`src/rtl/bcs_pkg.sv`:
```
// Purpose: shared constants and types of the branch, call and skip unit
// Assumes: 32-bit apb register words, one aligned word per register
// Notes: offsets are byte addresses on paddr
package bcs_pkg;

  // ----------------------------------------------------------------
  // register offsets
  // ----------------------------------------------------------------
  localparam logic [7:0] OFF_CTRL = 8'h00;
  localparam logic [7:0] OFF_OPWORD = 8'h04;
  localparam logic [7:0] OFF_PC = 8'h08;
  localparam logic [7:0] OFF_ZPTR = 8'h0C;
  localparam logic [7:0] OFF_EXT_HIGH = 8'h10;
  localparam logic [7:0] OFF_FLAGS = 8'h14;
  localparam logic [7:0] OFF_OPERANDS = 8'h18;
  localparam logic [7:0] OFF_SP = 8'h1C;
  localparam logic [7:0] OFF_STATUS = 8'h20;

  // ----------------------------------------------------------------
  // field positions
  // ----------------------------------------------------------------
  localparam int CTRL_START_BIT = 0;
  localparam int CTRL_PC22_BIT = 1;
  localparam int OPW_CODE_LSB = 0;
  localparam int OPW_BSEL_LSB = 8;
  localparam int OPW_K_LSB = 16;
  localparam int OPW_TWO_BIT = 24;
  localparam int OPND_RD_LSB = 0;
  localparam int OPND_RR_LSB = 8;
  localparam int OPND_IO_LSB = 16;
  localparam int STAT_BUSY_BIT = 0;
  localparam int STAT_TAKEN_BIT = 1;
  localparam int STAT_CYC_LSB = 4;

  // processor flag register bit positions
  localparam int FLAG_C = 0;
  localparam int FLAG_Z = 1;
  localparam int FLAG_N = 2;
  localparam int FLAG_V = 3;
  localparam int FLAG_S = 4;
  localparam int FLAG_H = 5;
  localparam int FLAG_T = 6;
  localparam int FLAG_I = 7;

  // ----------------------------------------------------------------
  // reset values and cycle counts
  // ----------------------------------------------------------------
  localparam logic [21:0] PC_RST = 22'h00_0000;
  localparam logic [15:0] SP_RST = 16'h7FFF;
  localparam logic [3:0] CYC_ONE = 4'h1;
  localparam logic [3:0] CYC_TWO = 4'h2;
  localparam logic [3:0] CYC_THREE = 4'h3;
  localparam logic [1:0] BYTES_SHORT = 2'h2;
  localparam logic [1:0] BYTES_LONG = 2'h3;

  // operation codes, numbered in this order from zero
  typedef enum logic [4:0] {
    op_indirect_call,
    op_extended_indirect_call,
    op_compare_skip_equal,
    op_skip_reg_bit_clear,
    op_skip_reg_bit_set,
    op_skip_io_bit_clear,
    op_skip_io_bit_set,
    op_branch_flag_set,
    op_branch_flag_clear,
    op_branch_equal,
    op_branch_not_equal,
    op_branch_carry_set,
    op_branch_carry_clear,
    op_branch_same_or_higher,
    op_branch_lower,
    op_branch_minus,
    op_branch_plus,
    op_branch_signed_ge,
    op_branch_signed_lt,
    op_branch_halfcarry_set,
    op_branch_halfcarry_clear,
    op_branch_transfer_bit_set,
    op_branch_transfer_bit_clear,
    op_branch_overflow_set,
    op_branch_overflow_clear,
    op_branch_irq_enabled,
    op_branch_irq_disabled
  } op_t;

endpackage

```
`src/rtl/branch_call_skip_control.sv`:
```
// Purpose: executes calls, skips and conditional branches on a program counter
// Assumes: apb master, one pclk domain, stack write port to data memory
// Notes: all register writes are ignored while busy; status is never writable
//
// Function
// - indirect call loads pc 15:0 from z, zeroes 21:16, 2 or 3 cycles
// - extended indirect call takes pc 21:16 from extended register, 3 cycles
// - compare-skip-equal skips next instruction when registers match, 1 to 3 cycles
// - register bit clear skip skips when bit is zero, no flag change
// - register bit set skip skips when bit is one, 1 to 3 cycles
// - io bit clear skip skips when io bit is zero, 2 to 4 cycles
// - io bit set skip skips when io bit is one, 2 to 4 cycles
// - flag-set branches go to pc plus offset plus one, 1 or 2 cycles
// - flag-clear branches go to pc plus offset plus one when flag is zero
// - same-or-higher branch taken when carry is zero
// - signed greater-or-equal taken when negative xor overflow is zero
// - signed less-than taken when negative xor overflow is one
// - half-carry branches test the half-carry flag, same target and timing
// - transfer-bit branches test the transfer bit, 1 or 2 cycles
// - overflow branches test the overflow flag, 1 or 2 cycles
// - irq-enabled branch taken when global interrupt enable is one
// - irq-disabled branch taken when enable is zero; no flag is changed
//
// Local design decisions: the placing of the registers and the APB slave port.
`timescale 1ns/100ps
module branch_call_skip_control import bcs_pkg::*; (
  input wire logic pclk,
  input wire logic presetn,
  input wire logic psel,
  input wire logic penable,
  input wire logic pwrite,
  input wire logic [7:0] paddr,
  input wire logic [31:0] pwdata,
  output logic [31:0] prdata,
  output logic pready,
  output logic pslverr,
  output logic stack_we,
  output logic [15:0] stack_addr,
  output logic [7:0] stack_wdata,
  output logic exec_busy
);

  // ----------------------------------------------------------------
  // state
  // ----------------------------------------------------------------
  typedef struct packed {
    logic busy;
    logic taken;
    logic pc22;
    logic [3:0] cnt;
    logic [3:0] cycles;
    logic [1:0] push_idx;
    logic [1:0] nbytes;
    logic [21:0] pc;
    logic [21:0] tgt;
    logic [21:0] ret;
    logic [15:0] z;
    logic [5:0] ext;
    logic [7:0] flags;
    logic [31:0] opw;
    logic [23:0] opnd;
    logic [15:0] sp;
    logic st_we;
    logic [15:0] st_addr;
    logic [7:0] st_data;
    logic [31:0] rdata;
    logic err;
  } state_t;

  state_t st_r;
  state_t st_nxt;
  op_t op;
  logic cond;
  logic setup;
  logic wr_go;
  logic start;
  logic is_call;
  logic is_skip;
  logic is_io;
  logic two;
  logic [21:0] sext_k;
  logic [21:0] skip_len;

  assign op = op_t'(st_r.opw[OPW_CODE_LSB +: 5]);
  assign two = st_r.opw[OPW_TWO_BIT];
  assign sext_k = {{15{st_r.opw[OPW_K_LSB + 6]}}, st_r.opw[OPW_K_LSB +: 7]};
  assign skip_len = two ? 22'h00_0003 : 22'h00_0002;
  assign is_call = (op == op_indirect_call) || (op == op_extended_indirect_call);
  assign is_io = (op == op_skip_io_bit_clear) || (op == op_skip_io_bit_set);
  assign is_skip = (op == op_compare_skip_equal) || (op == op_skip_reg_bit_clear) ||
                   (op == op_skip_reg_bit_set) || is_io;

  flag_cond u_cond (
    .op(op),
    .flags(st_r.flags),
    .bsel(st_r.opw[OPW_BSEL_LSB +: 3]),
    .rd(st_r.opnd[OPND_RD_LSB +: 8]),
    .rr(st_r.opnd[OPND_RR_LSB +: 8]),
    .io_val(st_r.opnd[OPND_IO_LSB +: 8]),
    .cond(cond)
  );

  // ----------------------------------------------------------------
  // apb decode
  // ----------------------------------------------------------------
  // zero wait states: read data is captured in the setup cycle
  assign setup = psel & ~penable;
  assign wr_go = psel & penable & pwrite & ~st_r.busy;
  assign start = wr_go & (paddr == OFF_CTRL) & pwdata[CTRL_START_BIT];
  assign pready = 1'b1;
  assign pslverr = psel & penable & st_r.err;
  assign prdata = st_r.rdata;
  assign stack_we = st_r.st_we;
  assign stack_addr = st_r.st_addr;
  assign stack_wdata = st_r.st_data;
  assign exec_busy = st_r.busy;

  // ----------------------------------------------------------------
  // next state
  // ----------------------------------------------------------------
  always_comb begin
    st_nxt = st_r;
    if (setup) begin
      st_nxt.err = 1'b0;
      case (paddr)
        OFF_CTRL: st_nxt.rdata = {30'h0000_0000, st_r.pc22, 1'b0};
        OFF_OPWORD: st_nxt.rdata = st_r.opw;
        OFF_PC: st_nxt.rdata = {10'h000, st_r.pc};
        OFF_ZPTR: st_nxt.rdata = {16'h0000, st_r.z};
        OFF_EXT_HIGH: st_nxt.rdata = {26'h000_0000, st_r.ext};
        OFF_FLAGS: st_nxt.rdata = {24'h00_0000, st_r.flags};
        OFF_OPERANDS: st_nxt.rdata = {8'h00, st_r.opnd};
        OFF_SP: st_nxt.rdata = {16'h0000, st_r.sp};
        OFF_STATUS: st_nxt.rdata = {24'h00_0000, st_r.cycles, 2'b00, st_r.taken, st_r.busy};
        default: begin
          st_nxt.rdata = 32'h0000_0000;
          st_nxt.err = 1'b1;
        end
      endcase
    end
    // flags are only ever written from the bus, never by execution
    if (wr_go) begin
      case (paddr)
        OFF_CTRL: st_nxt.pc22 = pwdata[CTRL_PC22_BIT];
        OFF_OPWORD: st_nxt.opw = pwdata;
        OFF_PC: st_nxt.pc = pwdata[21:0];
        OFF_ZPTR: st_nxt.z = pwdata[15:0];
        OFF_EXT_HIGH: st_nxt.ext = pwdata[5:0];
        OFF_FLAGS: st_nxt.flags = pwdata[7:0];
        OFF_OPERANDS: st_nxt.opnd = pwdata[23:0];
        OFF_SP: st_nxt.sp = pwdata[15:0];
        default: st_nxt.err = st_r.err;
      endcase
    end
    st_nxt.st_we = 1'b0;
    if (start) begin
      st_nxt.busy = 1'b1;
      st_nxt.taken = cond;
      st_nxt.push_idx = 2'h0;
      st_nxt.nbytes = 2'h0;
      st_nxt.ret = st_r.pc + 22'h00_0001;
      if (is_call) begin
        // longer counter needs a third stacked byte, and one more cycle on the plain indirect call
        st_nxt.nbytes = st_r.pc22 ? BYTES_LONG : BYTES_SHORT;
        if (op == op_extended_indirect_call) begin
          st_nxt.tgt = {st_r.ext, st_r.z};
          st_nxt.cycles = CYC_THREE;
        end else begin
          st_nxt.tgt = {6'h00, st_r.z};
          st_nxt.cycles = st_r.pc22 ? CYC_THREE : CYC_TWO;
        end
      end else if (is_skip) begin
        st_nxt.tgt = st_r.pc + (cond ? skip_len : 22'h00_0001);
        st_nxt.cycles = (cond ? skip_len[3:0] : CYC_ONE) + {3'b000, is_io};
      end else begin
        st_nxt.tgt = cond ? (st_r.pc + sext_k + 22'h00_0001) : (st_r.pc + 22'h00_0001);
        st_nxt.cycles = cond ? CYC_TWO : CYC_ONE;
      end
      st_nxt.cnt = st_nxt.cycles;
    end else if (st_r.busy) begin
      // push one return address byte per cycle, low byte first
      if (st_r.push_idx < st_r.nbytes) begin
        st_nxt.st_we = 1'b1;
        st_nxt.st_addr = st_r.sp;
        st_nxt.st_data = 8'(st_r.ret >> {st_r.push_idx, 3'b000});
        st_nxt.sp = st_r.sp - 16'h0001;
        st_nxt.push_idx = st_r.push_idx + 2'h1;
      end
      if (st_r.cnt == CYC_ONE) begin
        st_nxt.busy = 1'b0;
        st_nxt.pc = st_r.tgt;
      end else begin
        st_nxt.cnt = st_r.cnt - 4'h1;
      end
    end
  end

  always_ff @(posedge pclk or negedge presetn) begin
    if (!presetn) begin
      st_r <= '0;
      st_r.pc <= PC_RST;
      st_r.sp <= SP_RST;
    end else begin
      st_r <= st_nxt;
    end
  end

  // ----------------------------------------------------------------
  // checks
  // ----------------------------------------------------------------
  op_t h_op;
  logic [21:0] h_pc;
  always_ff @(posedge pclk or negedge presetn) begin
    if (!presetn) begin
      h_op <= op_indirect_call;
      h_pc <= PC_RST;
    end else if (start) begin
      h_op <= op;
      h_pc <= st_r.pc;
    end
  end
endmodule // branch_call_skip_control

```
`src/rtl/flag_cond.sv`:
```
// Purpose: decides whether a skip or branch condition holds
// Assumes: inputs come from registers on the same clock
// Notes: purely combinational
`timescale 1ns/100ps
module flag_cond import bcs_pkg::*; (
  input wire op_t op,
  input wire logic [7:0] flags,
  input wire logic [2:0] bsel,
  input wire logic [7:0] rd,
  input wire logic [7:0] rr,
  input wire logic [7:0] io_val,
  output logic cond
);

  // ----------------------------------------------------------------
  // condition table
  // ----------------------------------------------------------------
  always_comb begin
    cond = 1'b0;
    case (op)
      op_indirect_call, op_extended_indirect_call: cond = 1'b1;
      op_compare_skip_equal: cond = (rd == rr);
      op_skip_reg_bit_clear: cond = ~rr[bsel];
      op_skip_reg_bit_set: cond = rr[bsel];
      op_skip_io_bit_clear: cond = ~io_val[bsel];
      op_skip_io_bit_set: cond = io_val[bsel];
      op_branch_flag_set: cond = flags[bsel];
      op_branch_flag_clear: cond = ~flags[bsel];
      op_branch_equal: cond = flags[FLAG_Z];
      op_branch_not_equal: cond = ~flags[FLAG_Z];
      op_branch_carry_set: cond = flags[FLAG_C];
      op_branch_carry_clear: cond = ~flags[FLAG_C];
      op_branch_same_or_higher: cond = ~flags[FLAG_C];
      op_branch_lower: cond = flags[FLAG_C];
      op_branch_minus: cond = flags[FLAG_N];
      op_branch_plus: cond = ~flags[FLAG_N];
      op_branch_signed_ge: cond = ~(flags[FLAG_N] ^ flags[FLAG_V]);
      op_branch_signed_lt: cond = flags[FLAG_N] ^ flags[FLAG_V];
      op_branch_halfcarry_set: cond = flags[FLAG_H];
      op_branch_halfcarry_clear: cond = ~flags[FLAG_H];
      op_branch_transfer_bit_set: cond = flags[FLAG_T];
      op_branch_transfer_bit_clear: cond = ~flags[FLAG_T];
      op_branch_overflow_set: cond = flags[FLAG_V];
      op_branch_overflow_clear: cond = ~flags[FLAG_V];
      op_branch_irq_enabled: cond = flags[FLAG_I];
      op_branch_irq_disabled: cond = ~flags[FLAG_I];
      default: cond = 1'b0;
    endcase
  end

endmodule // flag_cond

```
`config.mk`:
```
export PLATFORM = sky130hd
export DESIGN_NAME = branch_call_skip_control
export DESIGN_NICKNAME = d
export VERILOG_FILES = /design/src/rtl/bcs_pkg.sv /design/src/rtl/branch_call_skip_control.sv /design/src/rtl/flag_cond.sv
export SDC_FILE = /design/constraint.sdc
export NUM_CORES = 1
export LEC_CHECK = 0
export BUFFER_PORTS_ARGS = -buffer_cell sky130_fd_sc_hd__clkbuf_2
export CAP_MARGIN = 10
export CORE_ASPECT_RATIO = 1.25
export CORE_MARGIN = 8
export CORE_UTILIZATION = 50
export CTS_CLUSTER_DIAMETER = 40
export DETAILED_ROUTE_END_ITERATION = 8
export HOLD_SLACK_MARGIN = 0.05
export PLACE_DENSITY = 0.76
export SETUP_SLACK_MARGIN = 0.3
export SLEW_MARGIN = 15
export SYNTH_ARGS = -nofsm -noshare
export SYNTH_HDL_FRONTEND = slang
export SYNTH_SLANG_ARGS = --single-unit
```
`constraint.sdc`:
```
create_clock -name pclk -period 5.5 [get_ports pclk]
set_input_delay 0.825 -clock pclk [delete_from_list [all_inputs] [get_ports pclk]]
set_output_delay 0.825 -clock pclk [all_outputs]
set_load 0.02 [all_outputs]
```
Word level (Yosys, flattened, before mapping) --
Index checks and enable logic that the tools add are counted.
Word-level totals: flip-flop bits (word level) 241, input port bits 45, output and inout bits 60
Cells by class: add/subtract/negate cells 8, magnitude comparators 2, equality and inequality tests 38, shift-type cells 1, multiplexer cells 45, bitwise gates (word level) 22, reduce and logical (&&, ||, !) cells 23
Operator list (count):
- 32-bit one-hot mux with 9 select lines | 1
- 22-bit 2-to-1 mux | 9
- 41-bit 2-to-1 mux | 3
- 5-bit == test, second input constant | 11
- 22-bit by 1-bit adder with 22-bit output, second input constant | 2
- 5-bit by 4-bit == test with 1-bit output, second input constant | 8
- 8-bit by 5-bit == test with 1-bit output, second input constant | 4
- 16-bit 2-to-1 mux | 2
- 1-bit one-hot mux with 24 select lines | 1
- 22-bit by 2-bit adder with 22-bit output | 1
- 22-bit adder | 1
- 22-bit by 5-bit right shift with 8-bit output | 1
- 5-bit by 3-bit == test with 1-bit output, second input constant | 4
- 8-bit by 4-bit == test with 1-bit output, second input constant | 2
- 4-bit 2-to-1 mux | 4
- 2-bit AND reduction | 8
- 16-bit by 1-bit subtractor with 16-bit output, second input constant | 1
- 1-bit 2-to-1 mux | 14
- 2-bit 2-to-1 mux | 7
- 1-bit NOT | 14
- 5-bit by 2-bit == test with 1-bit output, second input constant | 2
- 1-bit binary-select mux with 3-bit select | 3
- 9-bit OR reduction | 1
- 8-bit by 3-bit == test with 1-bit output, second input constant | 1
- 20 further kinds | 34

Logic depth before layout (Yosys ltp) --
depth in word-level cells 9, depth in mapped cells 20, gate-level depth less buffers 16

By module --
From an unflattened synthesis, not the netlist that was laid out.
Unflattened totals: cell total of the unflattened synthesis 1479, area, all modules 14121.0 um^2
By module, submodules not included:
- branch_call_skip_control | times used 1, cells each 1405, area an instance 13489.2 um^2, sequential area each 6024.5 um^2
- flag_cond | times used 1, cells each 74, area an instance 631.9 um^2, sequential area each 0.0 um^2

Least setup slack after synthesis --
OpenSTA, ideal clock, no wires.
path type reg-to-reg, start point register st_r[107] in the netlist's numbering, end point register st_r[202] in the netlist's numbering, library setup time 0.131 ns, data arrival time 4.159 ns, data required time 5.369 ns, setup slack 1.209 ns, cell stages (with the launch flop) 19, period minus slack after synthesis 4.291 ns, cells stage by stage dfrtp_1 clkbuf_1 mux4_2 mux2_2 nor4b_1 a21oi_1 nand4_1 buf_2 buf_1 nand2b_1 ha_1 fa_1 and3_1 nor2b_1 nand2_1 nor2_1 xor2_1 a221oi_1 o21ai_0
Between the ends: cells in the longest elaborated chain, start to end 8, elaborated cells between the ends (all ways) 15, classes of those cells add/sub: 1; mux: 11; bitwise: 3
Ends and longest elaborated chain:
- from (decl) | line branch_call_skip_control.sv:70 | state_t st_r;
- from (signal assigned) | line branch_call_skip_control.sv:204 | st_r <= st_nxt;
- 1-bit binary-select mux with 3-bit select, on equally long branches
- 1-bit 2-to-1 mux, on equally long branches
- 1-bit NOT, on equally long branches | line flag_cond.sv:28, flag_cond.sv:23, flag_cond.sv:25
- 1-bit one-hot mux with 24 select lines * | line flag_cond.sv:20 | case (op)
- net cond | line branch_call_skip_control.sv:73 | logic cond;
- 2-bit 2-to-1 mux | line branch_call_skip_control.sv:173 | st_nxt.tgt = st_r.pc + (cond ? skip_len : 22'h00_0001);
- 22-bit by 2-bit adder with 22-bit output | line branch_call_skip_control.sv:173
- 22-bit 2-to-1 mux * | line branch_call_skip_control.sv:172 | end else if (is_skip) begin
- 22-bit 2-to-1 mux * | line branch_call_skip_control.sv:162 | if (is_call) begin
The timed path passes the listed nets; every way through them passes the cells marked *. The select of a mux whose other input is x is not followed. A chain may end at the register's enable or synchronous reset.

Worst setup path after layout --
start point register st_r[107] in the netlist's numbering, end point register st_r[203] in the netlist's numbering
Between the ends: cells in the longest elaborated chain, start to end 8, elaborated cells between the ends (all ways) 15, classes of those cells add/sub: 1; mux: 11; bitwise: 3
Ends and longest elaborated chain (line):
- 1-bit binary-select mux with 3-bit select, on equally long branches
- 1-bit 2-to-1 mux, on equally long branches
- 1-bit NOT, on equally long branches | flag_cond.sv:28, flag_cond.sv:23, flag_cond.sv:25
- 1-bit one-hot mux with 24 select lines * | flag_cond.sv:20
- 2-bit 2-to-1 mux | branch_call_skip_control.sv:173
- 22-bit by 2-bit adder with 22-bit output | branch_call_skip_control.sv:173
- 22-bit 2-to-1 mux * | branch_call_skip_control.sv:172
- 22-bit 2-to-1 mux * | branch_call_skip_control.sv:162
Mark *: on every way between the ends. The rest lies on a longest branch, timed or not. The select of a mux whose other input is x is not followed.

==> reports/qor.txt <==
XOR/XNOR share of the synthesized area = 3.82%
hpwl dp = 29.0 mm
#FFs+latches synth = 240
Unique masters post-synth = 79
placed inst area = 0.0141 sq mm
port buffer count = 103
cell row count = 68
RR Startpoint = st_r[107]
sequential area share after synthesis = 43.7%
Min-Delay Path Class = input pin to async pin
final non-filler cell total = 1805
Worst-Margin Slew = 1.20 ns
die area = 0.0331 sq mm
Worst-path clk slew = 0.06 ns
detailed-route DRC error count = 0
Setup Viol. Count Final = 0
GRT busiest layer = met2
top_reg_cell synth = dfrtp_1
vias in the first global route = 11.2k
Via-to-Cell Ratio = 6.25
relative slew slack = 19.7%
Post-Synthesis Cells = 1431
area leader, netlist = dfrtp_1
drt initial violations = 1054
number of setup buffers added after CTS = 0
TritonCTS buffer count = 29
GP Congestion = 0.942
post-route design area = 0.0151 sq mm
top post-synthesis cells by area = dfrtp_1, mux2_2, nand2_1
CTS Buffer Depth = 3
CTS Root Cell = clkbuf_16
max-slew violation count = 0
met1 Use GR = 31.0%
Fin. Hold Viols = 0
H-tree depth = 1
Die Span X = 164 um
initial antenna violation count = 0
layout cells sized above 1 = 20.7%
Pwr Density = 362 mW/mm^2
Final Power = 5.45 mW
FF-to-FF End = st_r[203]
commonest non-fill, non-tap cell in the layout = dfrtp_1
max_cap viols = 0
Worst EP arrival = 5.18 ns
CP required = 5.92 ns
global-route wire length before repair = 63.2 mm
min cycle time layout = 4.76 ns
ant diodes = 0
largest family of logic cells by synthesized area = compound AO/OA/AOI/OAI gates
DR vias = 11.3k
outcome = completed
Die Y-Extent = 202 um
setup TNS = 0 ns
unrepaired setup endpoints after global routing = no
Tcrit/Tclk final = 86.6%
peak supply drop = 0.290 mV
Syn Std Cell Area = 0.0138 sq mm
r2r setup slk = 0.74 ns
core area = 0.0274 sq mm
hold_buf cts = 0
clk sinks = 240
crit path max fanout = 9
largest net degree at the start of global routing = 135
GR Util met3 = 3.31%
worst skew pair latency = 0.55 ns
Area growth syn-to-layout = 9.47%
placed cell count = 1752
post_cts resized = 0
Synth top area share = 40.9%
met2 Use GR = 38.9%
Top Ports = 105
Initial Util = 50.3%
first-pass iteration count of the detailed router = 6
CTS tree = yes
LEAKAGE = 7.14 nW
most frequent cells in the layout = dfrtp_1, nand2_1, nor2_1
post-synthesis mux area share = 11.2%
CP endpoint kind = flop
Setup CP Type = flop to flop
Net Count, Synth = 1508
clk_skew = 0.0201 ns
Post-synth EDFFs = 0
Achievable Freq = 210 MHz
worst hold margin = 0.357 ns
startpoint types = flop
syn avg cell area = 9.62 sq um
WL/cell = 22.5 um
GR Overflow Total = 0
post-route ant nets = 0
wirelength, routed = 40.6 mm
post-synthesis async set-or-reset flop share = 100%
synthesized-area fraction occupied by adder cells = 3.02%
post-synthesis compound-gate area fraction = 16.1%
GRT Total Usage = 24.1%
fin nets = 1510
Simple-Gate Fraction of Synth Area = 15.7%
synth warn = 0
FF-to-FF path depth = 15
==> metal layers <==
| metal | wire length, um | up-vias | part of all wire [%] |
|---|---|---|---|
| met2 | 19600 | 479 | 48 |
| met3 | 2720 | 124 | 6.7 |
| met4 | 2110 | 0 | 5.2 |
| met1 | 16100 | 5553 | 40 |
| li1 | - | 5121 | - |
| met5 | 0 | - | 0 |
==> synthesized netlist by cell type (13+ instances only) <==
library cell  instances
dfrtp_1             225
nand2_1             193
nor2_1              105
o21ai_0              96
mux2_2               89
clkbuf_1             78
buf_4                57
a21oi_1              52
mux2i_1              41
nand3_1              37
a22oi_1              33
xnor2_1              32
ha_1                 30
xor2_1               28
a22o_1               18
inv_1                18
nand4_1              17
a21o_1               15
a221oi_1             15
a222oi_1             15
dfstp_2              15
or3_1                13
==> kinds of logic after synthesis <==
logic type      count (synthesis)
compound gates                333
other cells                     1
fa+ha+maj                      32
simple gates                  458
xor+xnor                       60
buf+inv                       171
flops                         240
mux                           136
==> state kept, by name, indices dropped and copies added, names as in the netlist <==
| register | count |
|---|---|
| stack_we | 1 |
| prdata | 32 |
| st_r | 170 |
| op | 5 |
| sext_k | 7 |
| exec_busy | 1 |
| stack_wdata | 8 |
| stack_addr | 16 |
==> worst max path at each step <==
| stage | slack, ns | startpoint | to | depth (start not counted) |
|---|---|---|---|---|
| floorplan | 1.21 | st_r[107] | st_r[202] | 18 |
| global placement | 1.06 | st_r[107] | st_r[203] | 15 |
| detailed placement | 0.91 | st_r[107] | st_r[203] | 15 |
| CTS | 0.87 | st_r[107] | st_r[203] | 15 |
| global route | 0.47 | st_r[107] | st_r[203] | 15 |
| finish | 0.74 | st_r[107] | st_r[203] | 15 |
==> final cells by class <==
cell class | count | area (sq um)
Clock inverter | 15 | 164
Inverter | 20 | 75.1
Timing Repair Buffer | 122 | 681
Multi-Input combinational cell | 1020 | 6880
Tap cell | 350 | 438
Sequential cell | 240 | 6020
Clock buffer | 38 | 820
Fill cell | 2383 | 12300
==> metrics by stage <==
stage	util, %	setup slack (ns)
6_report	55.0	0.738
5_1_grt	55.0	0.475
4_1_cts	55.0	0.869
3_5_place_dp	51.4	0.914
3_3_place_gp	51.4	1.06
2_1_floorplan	-	1.21
==> power breakdown <==
part           total [mW]  switching, mW  internal [mW]
Sequential           2.45          0.444           2.01
Combinational        1.07          0.626          0.441
Clock                1.93          0.777           1.15
==> worst max-delay path, cell delays in order, from the launching register on <==
cell,delay (ns)
dfrtp_1,0.63
mux4_2,0.57
mux2_2,0.32
or3_1,0.31
nand4_1,0.10
nand4_1,0.43
nand2b_1,0.28
ha_1,0.22
a21o_1,0.15
nand4_1,0.23
nor4_1,0.43
xor2_1,0.18
a22oi_1,0.11
nor3b_1,0.19
and4_1,0.22
nor4_1,0.28
(Power assumes the default switching activity.)
